File: config.mk
export PLATFORM = sky130hd
export DESIGN_NAME = inj_status_regs
export DESIGN_NICKNAME = d
export VERILOG_FILES = /design/src/hdl/inj_alarm_latch.v /design/src/hdl/inj_status_regs.v
export VERILOG_INCLUDE_DIRS = /design/src /design/src/common
export SDC_FILE = /design/constraint.sdc
export NUM_CORES = 1
export LEC_CHECK = 0
export ABC_AREA = 1
export BUFFER_PORTS_ARGS = -buffer_cell sky130_fd_sc_hd__buf_2
export CORE_MARGIN = 10
export CORE_UTILIZATION = 40
export CTS_BUF_LIST = sky130_fd_sc_hd__clkbuf_8 sky130_fd_sc_hd__clkbuf_16
export CTS_CLUSTER_DIAMETER = 150
export DETAILED_ROUTE_END_ITERATION = 7
export PLACE_DENSITY = 0.67
export SLEW_MARGIN = 20
export SYNTH_ARGS = -nofsm -noshare
export SYNTH_HDL_FRONTEND = slang
export SYNTH_HIERARCHICAL = 1
export SYNTH_SLANG_ARGS = --single-unit
export TNS_END_PERCENT = 50
File: constraint.sdc
create_clock -name CLK_SYS_IN -period 2.02 [get_ports CLK_SYS_IN]
set_clock_uncertainty 0.2 [all_clocks]
set_input_delay 0.101 -clock CLK_SYS_IN [delete_from_list [all_inputs] [get_ports CLK_SYS_IN]]
set_output_delay 0.101 -clock CLK_SYS_IN [all_outputs]
set_load 0.1 [all_outputs]
File: src/common/inj_regs_defines.vh
/*
 * Register offsets, field positions, reset values and range limits for
 * the injection controller reset-and-status register bank.
 * Assumes a register-level access port decoded by word index; included
 * by bare name from the design files.
 */
// Notes on behaviour
// - writing one to total clear zeroes the volume total; zero does nothing
// - writing one to alarm clear clears latched alarms; zero does nothing
// - battery low word reports millivolts, unsigned 0 to 50000
// - alarm bit 0 unused; bits 1-3 tank shutoff, tank notify, analog in
// - alarm bits 4-8 comms loss, flow accuracy, count, input one, two
// - alarm bits 9,10 temperature, battery; 11 unused; 12-14 pressure, current
// - tank height low word in 0.01 inch counts, 0 to 14400
// - tank height meaningful only with level monitor fitted
`ifndef INJ_REGS_DEFINES_VH
`define INJ_REGS_DEFINES_VH

// ---------------------------------------------------------------
// register addresses (word index)
// ---------------------------------------------------------------
`define ADDR_TOTAL_CLEAR_HI   20'h61EF6
`define ADDR_TOTAL_CLEAR_LO   20'h61EF7
`define ADDR_ALARM_CLEAR_HI   20'h61EF8
`define ADDR_ALARM_CLEAR_LO   20'h61EF9
`define ADDR_BATT_HI          20'h61EFA
`define ADDR_BATT_LO          20'h61EFB
`define ADDR_ALARM_HI         20'h61EFC
`define ADDR_ALARM_LO         20'h61EFD
`define ADDR_HEIGHT_HI        20'h61EFE
`define ADDR_HEIGHT_LO        20'h61EFF
`define ADDR_PPV_HI           20'h61F00
`define ADDR_PPV_LO           20'h61F01
`define ADDR_PUMP_HI          20'h61F02

// ---------------------------------------------------------------
// alarm bit positions
// ---------------------------------------------------------------
`define ALM_TANK_SHUTOFF      1
`define ALM_TANK_NOTIFY       2
`define ALM_ANALOG_IN         3
`define ALM_COMMS_LOSS        4
`define ALM_FLOW_ACCURACY     5
`define ALM_COUNT_MISSED      6
`define ALM_INPUT_ONE         7
`define ALM_INPUT_TWO         8
`define ALM_TEMPERATURE       9
`define ALM_BATT_SHUTOFF      10
`define ALM_HIGH_PRESSURE     12
`define ALM_LOW_PRESSURE      13
`define ALM_OVER_CURRENT      14
`define ALM_USED_MASK         16'h77FE

// ---------------------------------------------------------------
// values and limits
// ---------------------------------------------------------------
`define ACTION_VALUE          32'h00000001
`define BATT_MAX_MV           16'hC350
`define HEIGHT_MAX            16'h3840
`define PPV_MIN               16'h0001
`define PPV_MAX               16'h270F
`define WORD_ZERO             16'h0000
`define TOTAL_RESET           32'h00000000

`endif

File: src/hdl/inj_alarm_latch.v
/*
 * Sticky alarm latch: one flag per alarm source, cleared by a pulse.
 * Assumes sources are synchronous to the clock, one per alarm bit.
 */
module inj_alarm_latch #(
   parameter WIDTH = 16
) (
   input  wire             clk_in,
   input  wire             rst_in,
   input  wire             ce_in,
   input  wire [WIDTH-1:0] src_in,
   input  wire [WIDTH-1:0] used_in,
   input  wire             clear_in,
   output wire [WIDTH-1:0] flags_out
);

   // ---------------------------------------------------------------
   // per-bit sticky flags
   // ---------------------------------------------------------------
   genvar i;
   generate
      for (i = 0; i < WIDTH; i = i + 1) begin : g_bit
         // one register per bit keeps each flag to a single driver
         reg bit_ff;
         always @(posedge clk_in) begin
            if (rst_in) begin
               bit_ff <= 1'b0;
            end else if (ce_in) begin
               if (src_in[i] & used_in[i]) begin
                  bit_ff <= 1'b1;
               end else if (clear_in) begin
                  bit_ff <= 1'b0;
               end
            end
         end
         assign flags_out[i] = bit_ff;
      end
   endgenerate

endmodule

File: src/hdl/inj_status_regs.v
/*
 * Reset-action and status register bank of the injection controller.
 * A Modbus front end outside this module decodes frames into single
 * 16-bit register reads and writes at word index; writes of the 32-bit
 * action registers arrive upper word then lower word.
 * The upper word of an action register is held until rewritten, so a
 * lone lower-word write of one still fires when the held word is zero.
 * Reads of the alarm lower word see the latch itself, one cycle ahead
 * of ALARM_FLAGS_OUT.
 */
`include "inj_regs_defines.vh"

module inj_status_regs #(
   parameter ADDR_W = 20
) (
   input  wire              CLK_SYS_IN,
   input  wire              RST_IN,
   input  wire              CE_IN,
   input  wire [ADDR_W-1:0] REG_ADDR_IN,
   input  wire              REG_WR_IN,
   input  wire              REG_RD_IN,
   input  wire [15:0]       REG_WDATA_IN,
   input  wire [15:0]       BATT_MV_IN,
   input  wire [15:0]       ALARM_SRC_IN,
   input  wire [15:0]       LEVEL_HEIGHT_IN,
   input  wire              LEVEL_MONITOR_OPTION_IN,
   input  wire [15:0]       PULSE_PER_VOLUME_IN,
   input  wire              VOLUME_PULSE_IN,
   input  wire [15:0]       VOLUME_STEP_IN,
   output reg  [15:0]       REG_RDATA_OUT,
   output reg               REG_RVALID_OUT,
   output reg               REG_ERR_OUT,
   output reg  [31:0]       TOTAL_VOLUME_OUT,
   output reg               TOTAL_CLEARED_OUT,
   output reg               ALARM_CLEARED_OUT,
   output reg  [15:0]       ALARM_FLAGS_OUT
);

   reg  [15:0] tot_hi_ff;
   reg  [15:0] alm_hi_ff;
   reg  [15:0] batt_ff;
   reg  [15:0] height_ff;
   reg  [15:0] ppv_ff;
   reg         alarm_clear_ff;
   reg  [15:0] nxt_rdata;
   reg         nxt_err;
   wire [15:0] flags;
   wire        wr_tot_lo;
   wire        wr_alm_lo;
   wire        wr_tot_hi;
   wire        wr_alm_hi;
   wire        tot_fire;
   wire        alm_fire;

   // ---------------------------------------------------------------
   // helpers
   // ---------------------------------------------------------------
   function [15:0] clamp;
      input [15:0] v;
      input [15:0] lo;
      input [15:0] hi;
      begin
         if (v < lo) begin
            clamp = lo;
         end else if (v > hi) begin
            clamp = hi;
         end else begin
            clamp = v;
         end
      end
   endfunction

   function is_action;
      input [15:0] hi;
      input [15:0] lo;
      begin
         is_action = ({hi, lo} == `ACTION_VALUE);
      end
   endfunction

   // write strobe qualified by one register index
   function wr_hit;
      input [ADDR_W-1:0] a;
      input [ADDR_W-1:0] r;
      input              w;
      begin
         wr_hit = w & (a == r);
      end
   endfunction

   // ---------------------------------------------------------------
   // write decode
   // ---------------------------------------------------------------
   assign wr_tot_hi = wr_hit(REG_ADDR_IN, `ADDR_TOTAL_CLEAR_HI, REG_WR_IN);
   assign wr_tot_lo = wr_hit(REG_ADDR_IN, `ADDR_TOTAL_CLEAR_LO, REG_WR_IN);
   assign wr_alm_hi = wr_hit(REG_ADDR_IN, `ADDR_ALARM_CLEAR_HI, REG_WR_IN);
   assign wr_alm_lo = wr_hit(REG_ADDR_IN, `ADDR_ALARM_CLEAR_LO, REG_WR_IN);
   // an action fires only when both halves together read exactly one
   assign tot_fire  = wr_tot_lo & is_action(tot_hi_ff, REG_WDATA_IN);
   assign alm_fire  = wr_alm_lo & is_action(alm_hi_ff, REG_WDATA_IN);

   // ---------------------------------------------------------------
   // action registers
   // ---------------------------------------------------------------
   // upper words are held so the lower-word write sees the full value
   always @(posedge CLK_SYS_IN) begin
      if (RST_IN) begin
         tot_hi_ff      <= `WORD_ZERO;
         alm_hi_ff      <= `WORD_ZERO;
         alarm_clear_ff <= 1'b0;
      end else if (CE_IN) begin
         if (wr_tot_hi) begin
            tot_hi_ff <= REG_WDATA_IN;
         end
         if (wr_alm_hi) begin
            alm_hi_ff <= REG_WDATA_IN;
         end
         alarm_clear_ff <= alm_fire;
      end
   end

   always @(posedge CLK_SYS_IN) begin
      if (RST_IN) begin
         TOTAL_VOLUME_OUT  <= `TOTAL_RESET;
         TOTAL_CLEARED_OUT <= 1'b0;
      end else if (CE_IN) begin
         TOTAL_CLEARED_OUT <= tot_fire;
         // a clear beats a same-cycle volume pulse, which is then lost
         if (tot_fire) begin
            TOTAL_VOLUME_OUT <= `TOTAL_RESET;
         end else if (VOLUME_PULSE_IN) begin
            TOTAL_VOLUME_OUT <= TOTAL_VOLUME_OUT + {16'h0000, VOLUME_STEP_IN};
         end
      end
   end

   // ---------------------------------------------------------------
   // alarm latch
   // ---------------------------------------------------------------
   // used bit mask
   inj_alarm_latch #(
      .WIDTH     (16)
   ) u_alarms (
      .clk_in    (CLK_SYS_IN),
      .rst_in    (RST_IN),
      .ce_in     (CE_IN),
      .src_in    (ALARM_SRC_IN),
      .used_in   (`ALM_USED_MASK),
      .clear_in  (alarm_clear_ff),
      .flags_out (flags)
   );

   // ---------------------------------------------------------------
   // status sampling
   // ---------------------------------------------------------------
   // values are re-sampled only from the sensor side, never from writes
   always @(posedge CLK_SYS_IN) begin
      if (RST_IN) begin
         batt_ff           <= `WORD_ZERO;
         height_ff         <= `WORD_ZERO;
         ppv_ff            <= `PPV_MIN;
         ALARM_FLAGS_OUT   <= `WORD_ZERO;
         ALARM_CLEARED_OUT <= 1'b0;
      end else if (CE_IN) begin
         batt_ff <= clamp(BATT_MV_IN, `WORD_ZERO, `BATT_MAX_MV);
         if (LEVEL_MONITOR_OPTION_IN) begin
            height_ff <= clamp(LEVEL_HEIGHT_IN, `WORD_ZERO, `HEIGHT_MAX);
         end else begin
            height_ff <= `WORD_ZERO;
         end
         ppv_ff            <= clamp(PULSE_PER_VOLUME_IN, `PPV_MIN, `PPV_MAX);
         ALARM_FLAGS_OUT   <= flags;
         ALARM_CLEARED_OUT <= alarm_clear_ff;
      end
   end

   // ---------------------------------------------------------------
   // read decode
   // ---------------------------------------------------------------
   // upper words zero
   always @* begin
      nxt_rdata = `WORD_ZERO;
      nxt_err   = 1'b0;
      case (REG_ADDR_IN)
         `ADDR_BATT_LO:   nxt_rdata = batt_ff;
         `ADDR_ALARM_LO:  nxt_rdata = flags;
         `ADDR_HEIGHT_LO: nxt_rdata = height_ff;
         `ADDR_PPV_LO:    nxt_rdata = ppv_ff;
         `ADDR_BATT_HI,
         `ADDR_ALARM_HI,
         `ADDR_HEIGHT_HI,
         `ADDR_PPV_HI,
         `ADDR_PUMP_HI:   nxt_rdata = `WORD_ZERO;
         // action registers are write-only and read as zero
         `ADDR_TOTAL_CLEAR_HI,
         `ADDR_TOTAL_CLEAR_LO,
         `ADDR_ALARM_CLEAR_HI,
         `ADDR_ALARM_CLEAR_LO: nxt_rdata = `WORD_ZERO;
         default:         nxt_err = 1'b1;
      endcase
   end

   always @(posedge CLK_SYS_IN) begin
      if (RST_IN) begin
         REG_RDATA_OUT  <= `WORD_ZERO;
         REG_RVALID_OUT <= 1'b0;
         REG_ERR_OUT    <= 1'b0;
      end else if (CE_IN) begin
         REG_RVALID_OUT <= REG_RD_IN;
         REG_ERR_OUT    <= REG_RD_IN & nxt_err;
         if (REG_RD_IN) begin
            REG_RDATA_OUT <= nxt_rdata;
         end
      end
   end

endmodule

# Word level (Yosys, flattened, before mapping)

Cells that the tools add are included.

Bits in registers: 159
Bits of input ports: 123
Output and inout port bits: 68

Add/sub/neg operators: 1
Magnitude comparators: 6
Equality and inequality tests: 15
Multiplexer cells: 25
Bitwise operators: 7
Reduce and logical (&&, ||, !) cells: 32

Operator list:

| cell                   | count |
|---|---|
| $eq A20 B19 Y1 const B | 13 |
| $mux W16               | 7 |
| $eq A32 B1 Y1 const B  | 2 |
| $mux W32               | 2 |
| $pmux W16 S4           | 1 |
| $lt A16 B1 Y1 const B  | 3 |
| $reduce_and A2 Y1      | 17 |
| $add A32 B16 Y32       | 1 |
| $gt A16 B14 Y1 const B | 2 |
| $reduce_bool A2 Y1     | 14 |
| $gt A16 B16 Y1 const B | 1 |
| $mux W1                | 15 |
| $reduce_or A13 Y1      | 1 |
| $and A1 B1 Y1          | 7 |

# Depth between registers and ports, before layout

Depth after elaboration: 5
Mapped depth: 14
Gate-level depth less buffers: 14

# Hierarchy

Netlist, hierarchy kept.

By module, submodules not included:

| module          | instances | cells an instance | area an instance (µm²) |
|---|---|---|---|
| inj_status_regs | 1         | 1232              | 8127.8 |
| inj_alarm_latch | 1         | 86                | 804.5 |

# Worst setup path after synthesis

Ideal clock, no wire load.

Path type: register to register
From: register TOTAL_VOLUME_OUT[0]
To: register TOTAL_VOLUME_OUT[24]
Setup time: 0.119 ns
Arrival time: 2.446 ns
Slack: -0.745 ns
Stages on the path, launching flop included: 14
Path buffers: 0
Cell sequence: dfxtp_1 -> ha_1 -> inv_1 -> fa_1 -> inv_1 -> nand3_1 -> nand3_1 -> nand2_1 -> nand3_1 -> nand3_1 -> nand2_1 -> nand3_1 -> nand2_1 -> nor2_1

Longest elaborated chain between the ends: 3

RTL lines:

| item                   | line                  | text |
|---|---|---|
| from (decl)            | inj_status_regs.v:33  | `output reg [31:0] TOTAL_VOLUME_OUT,` |
| from (signal assigned) | inj_status_regs.v:124 | `` TOTAL_VOLUME_OUT <= `TOTAL_RESET; `` |
| from (signal assigned) | inj_status_regs.v:130 | `` TOTAL_VOLUME_OUT <= `TOTAL_RESET; `` |
| from (signal assigned) | inj_status_regs.v:132 | `TOTAL_VOLUME_OUT <= TOTAL_VOLUME_OUT + {16'h0000, VOLUME_STEP_IN};` |
| $add A32 B16 Y32       | inj_status_regs.v:132 |  |
| $mux W32               | inj_status_regs.v:131 | `end else if (VOLUME_PULSE_IN) begin` |
| $mux W32               | inj_status_regs.v:129 | `if (tot_fire) begin` |

Every way passes these cells. The select of a mux whose other input is x is not followed.
A chain may end at the register's enable or synchronous reset.

# Worst setup path in the final report

From: input LEVEL_HEIGHT_IN[8]
To: register height_ff[0]

Longest elaborated chain between the ends: 4
Elaborated cells between the ends (all ways): 5
Classes of those cells: order compare (2); mux (3)

RTL lines:

| item                 | line                  | text |
|---|---|---|
| from (decl)          | inj_status_regs.v:25  | `input wire [15:0] LEVEL_HEIGHT_IN,` |
| $gt A16 B14 Y1       | inj_status_regs.v:65  | `end else if (v > hi) begin` |
| $mux W16             | inj_status_regs.v:65  |  |
| $mux W16 *           | inj_status_regs.v:63  | `if (v < lo) begin` |
| $mux W16 *           | inj_status_regs.v:166 | `if (LEVEL_MONITOR_OPTION_IN) begin` |
| to (signal assigned) | inj_status_regs.v:160 | `` height_ff <= `WORD_ZERO; `` |
| to (signal assigned) | inj_status_regs.v:167 | `` height_ff <= clamp(LEVEL_HEIGHT_IN, `WORD_ZERO, `HEIGHT_MAX); `` |
| to (signal assigned) | inj_status_regs.v:169 | `` height_ff <= `WORD_ZERO; `` |
| to (decl)            | inj_status_regs.v:42  | `reg [15:0] height_ff;` |

Mark *: on every way between the ends. The rest lies on a longest branch, timed or not.

==> out/summary.txt <==
synthesized area = 8930 um^2
Cells after Synth = 1318
Sw Pwr = 2430 uW
final hold viol count = 0
1st-iter DRT viols = 693
clock group share of total power = 39.5%
area grow syn2layout = 37.9%
via count = 9410
Finished Cell Area = 12300 um^2
PD cells = 663 nW/um^2
Worst-path clk slew = 70 ps
worst setup path class = in -> reg
PortBufs = 190
drt pass-1 iters = 5
RSZ-0062 raised after global routing = true
WHS = 14.4 ps
crit path capture type = flop
Core ar. = 21900 um^2
Critical Path Source Type = input pin
Reg2Reg Setup Slack = 70 ps
Initial Utilization = 40.8%
largest net degree at the start of global routing = 68
setup ws final = 45.7 ps
CTS tree = built
synthesis-stage register bit count = 165
gpl congestion = 0.929
first-pass GRT wire length = 46.3 mm
clk sink count = 165
sequential power share = 41.9%
peak supply drop = 0.435 mV
Finish-stage setup viols = 0
io pins = 191
Required @ worst endpoint = 2200 ps
Comb pwr share = 18.6%
switching part of the total power = 29.8%
Storage cell area = 3380 um^2
fin. max-slew vios = 0
Avg Cell Area, Syn = 6.78 um^2
Clock Path Buffers = 2
DP Wirelength = 20.9 mm
crit path time final = 1970 ps
Worst Path Max Fanout = 5
share of the synthesized area in the top cell type = 37.0%
via density per instance = 4.94
fin crit share = 97.7%
height of the die = 169 um
die width = 169 um
Area contributors post-synth = dfxtp_1 (37%), nand2_1 (14%), nor2_1 (7.3%)
DRT Wirelength = 28.8 mm
Cell Int Power = 5740 uW
Yosys top cell by area = dfxtp_1
CP arrival = 2150 ps
Filler cells = 2074
Synth cell types = 49
cell depth of the worst flop-to-flop path = 12
status = completed
row count = 54
most frequent cells in the layout = nand2_1 (308), buf_2 (189), nor2_1 (164), dfxtp_1 (136), inv_1 (116)
placed cell area = 10500 um^2
global-route usage over all layers = 19.5%
# H-tree levels = 4
vias in the first global route = 9310
Tightest Pin Transition = 774 ps
initial antenna violation count = 0
r2r startpoint = TOTAL_VOLUME_OUT[13]
R2R Path End = TOTAL_VOLUME_OUT[22]
Worst setup endpoint = height_ff[0]
Placement Setup Slack = 13.9 ps
most common cell after layout, fill and taps aside = nand2_1
max-cap violations = 0
WL per Instance = 15.1 um
n_diodes = 0
Inserted Clock Buffers = 17
CP startpoint = LEVEL_HEIGHT_IN[8]
Worst Hold Class = in -> reg
total grt overflow = 0
max frequency = 507 MHz
DRC Markers = 0
worst skew pair latency = 420 ps
full die area = 28700 um^2
Detail Route Antenna Nets = 0
Nets = 1751
share of layout cells above drive strength 1 = 27.0%
Worst slew margin = 48.4%
clock root buffer master = clkbuf_16
Yosys warning total = 6
multi-input logic area = 5190 um^2
Pleak = 0.00546 uW
register area share after synthesis = 37.0%
## state kept, by name, indices dropped and copies added (netlist names)
| name | count |
|---|---|
| TOTAL_CLEARED_OUT | 1 |
| REG_ERR_OUT | 1 |
| alm_hi_ff | 16 |
| height_ff | 16 |
| ALARM_CLEARED_OUT | 1 |
| ALARM_FLAGS_OUT | 16 |
| REG_RVALID_OUT | 1 |
| TOTAL_VOLUME_OUT | 32 |
| alarm_clear_ff | 1 |
| REG_RDATA_OUT | 16 |
| batt_ff | 16 |
| u_alarms/g_bit.bit_ff | 16 |
| tot_hi_ff | 16 |
| ppv_ff | 16 |
## cells in the mapped netlist (all sizes together)
cell type / n
o21bai: 1
o211ai: 1
fa: 1
xnor2: 2
a31oi: 2
o21ai: 76
a21boi: 1
nand2: 338
xor2: 1
a41oi: 1
and3: 2
ha: 16
buf: 47
nand3b: 1
o22ai: 1
nor3: 15
a21oi: 99
clkinv: 1
dfxtp: 165
nand3: 124
nor2: 185
inv: 121
a21o: 2
or2: 16
nor3b: 1
clkbuf: 25
a211oi: 32
nor4: 6
nand4: 32
o31ai: 1
conb: 2
## worst max-delay path: stages
cell and delay [ps]:
dlygate4sd3_1 540, buf_2 140, nor4_2 300, o21ai_2 110, a21oi_2 160, buf_4 160, nand2_1 50, dlygate4sd3_1 540
nand2_1 50
## layout make-up
cell class              count  area share (%)
repair buffers            332            19.2
well taps                 280            2.84
flip-flops and latches    165            27.4
inverters                 122            3.75
clock inverters            14            1.22
multi-input cells         973            42.1
clock buffers              17            3.45
## kinds of logic (layout without fill, tap and decap cells)
kind of cell	Yosys count	after routing	share of synthesized area [%]
XOR/XNOR	3	3	0.294
AND/OR/NAND/NOR	720	720	35.5
flip-flops	165	165	37.0
buffers and inverters	194	485	10.1
adder cells (fa/ha/maj)	17	17	2.47
other	2	16	0.0841
AO/OA/AOI/OAI	217	217	14.6
## what timing repair did
item,in CTS,in global routing
endpoints found under the setup margin,1,41
buffers inserted,0,6
cloned,0,2
pin swaps,0,12
hold buffers,101,0
endpoints found under the hold margin,122,0
resized for setup,1,48
## power groups by stage
stage | Clock (uW) | Combinational [uW] | Sequential, uW
after floorplan | 0 | 641 | 3810
after detailed placement | 0 | 1310 | 3500
after global routing | 3430 | 1660 | 3430
final | 3230 | 1520 | 3420
after global placement | 0 | 1300 | 3490
after CTS | 3300 | 1470 | 3420
## worst min-delay path by stage
stage	start	end	cells past startpoint
6_report	VOLUME_STEP_IN[15]	TOTAL_VOLUME_OUT[15]	5
4_1_cts	CE_IN	REG_RVALID_OUT	5
3_5_place_dp	RST_IN	TOTAL_VOLUME_OUT[8]	2
5_1_grt	VOLUME_STEP_IN[4]	TOTAL_VOLUME_OUT[4]	5
3_3_place_gp	RST_IN	TOTAL_VOLUME_OUT[8]	2
2_1_floorplan	BATT_MV_IN[14]	batt_ff[14]	2
## stage by stage
stage	power (uW)	utilization, %	std cells	TNS [ps]
5_1_grt	8520	56.3	1903	-414
3_3_place_gp	4800	47.9	1763	0
4_1_cts	8190	55.1	1895	0
6_report	8170	56.3	1903	0
3_5_place_dp	4810	47.9	1763	0
2_1_floorplan	4450	-	1332	-230
## metal layers
| layer | up-vias | global-route usage, % | part of all wire [%] |
|---|---|---|---|
| li1 | 4876 | - | - |
| met1 | 4223 | 23.5 | 43 |
| met2 | 266 | 33.9 | 49 |
| met3 | 45 | 4.19 | 5.5 |
| met4 | 0 | 6.15 | 2.5 |
| met5 | - | 0 | 0 |
Power figures use the tool's default switching activity.
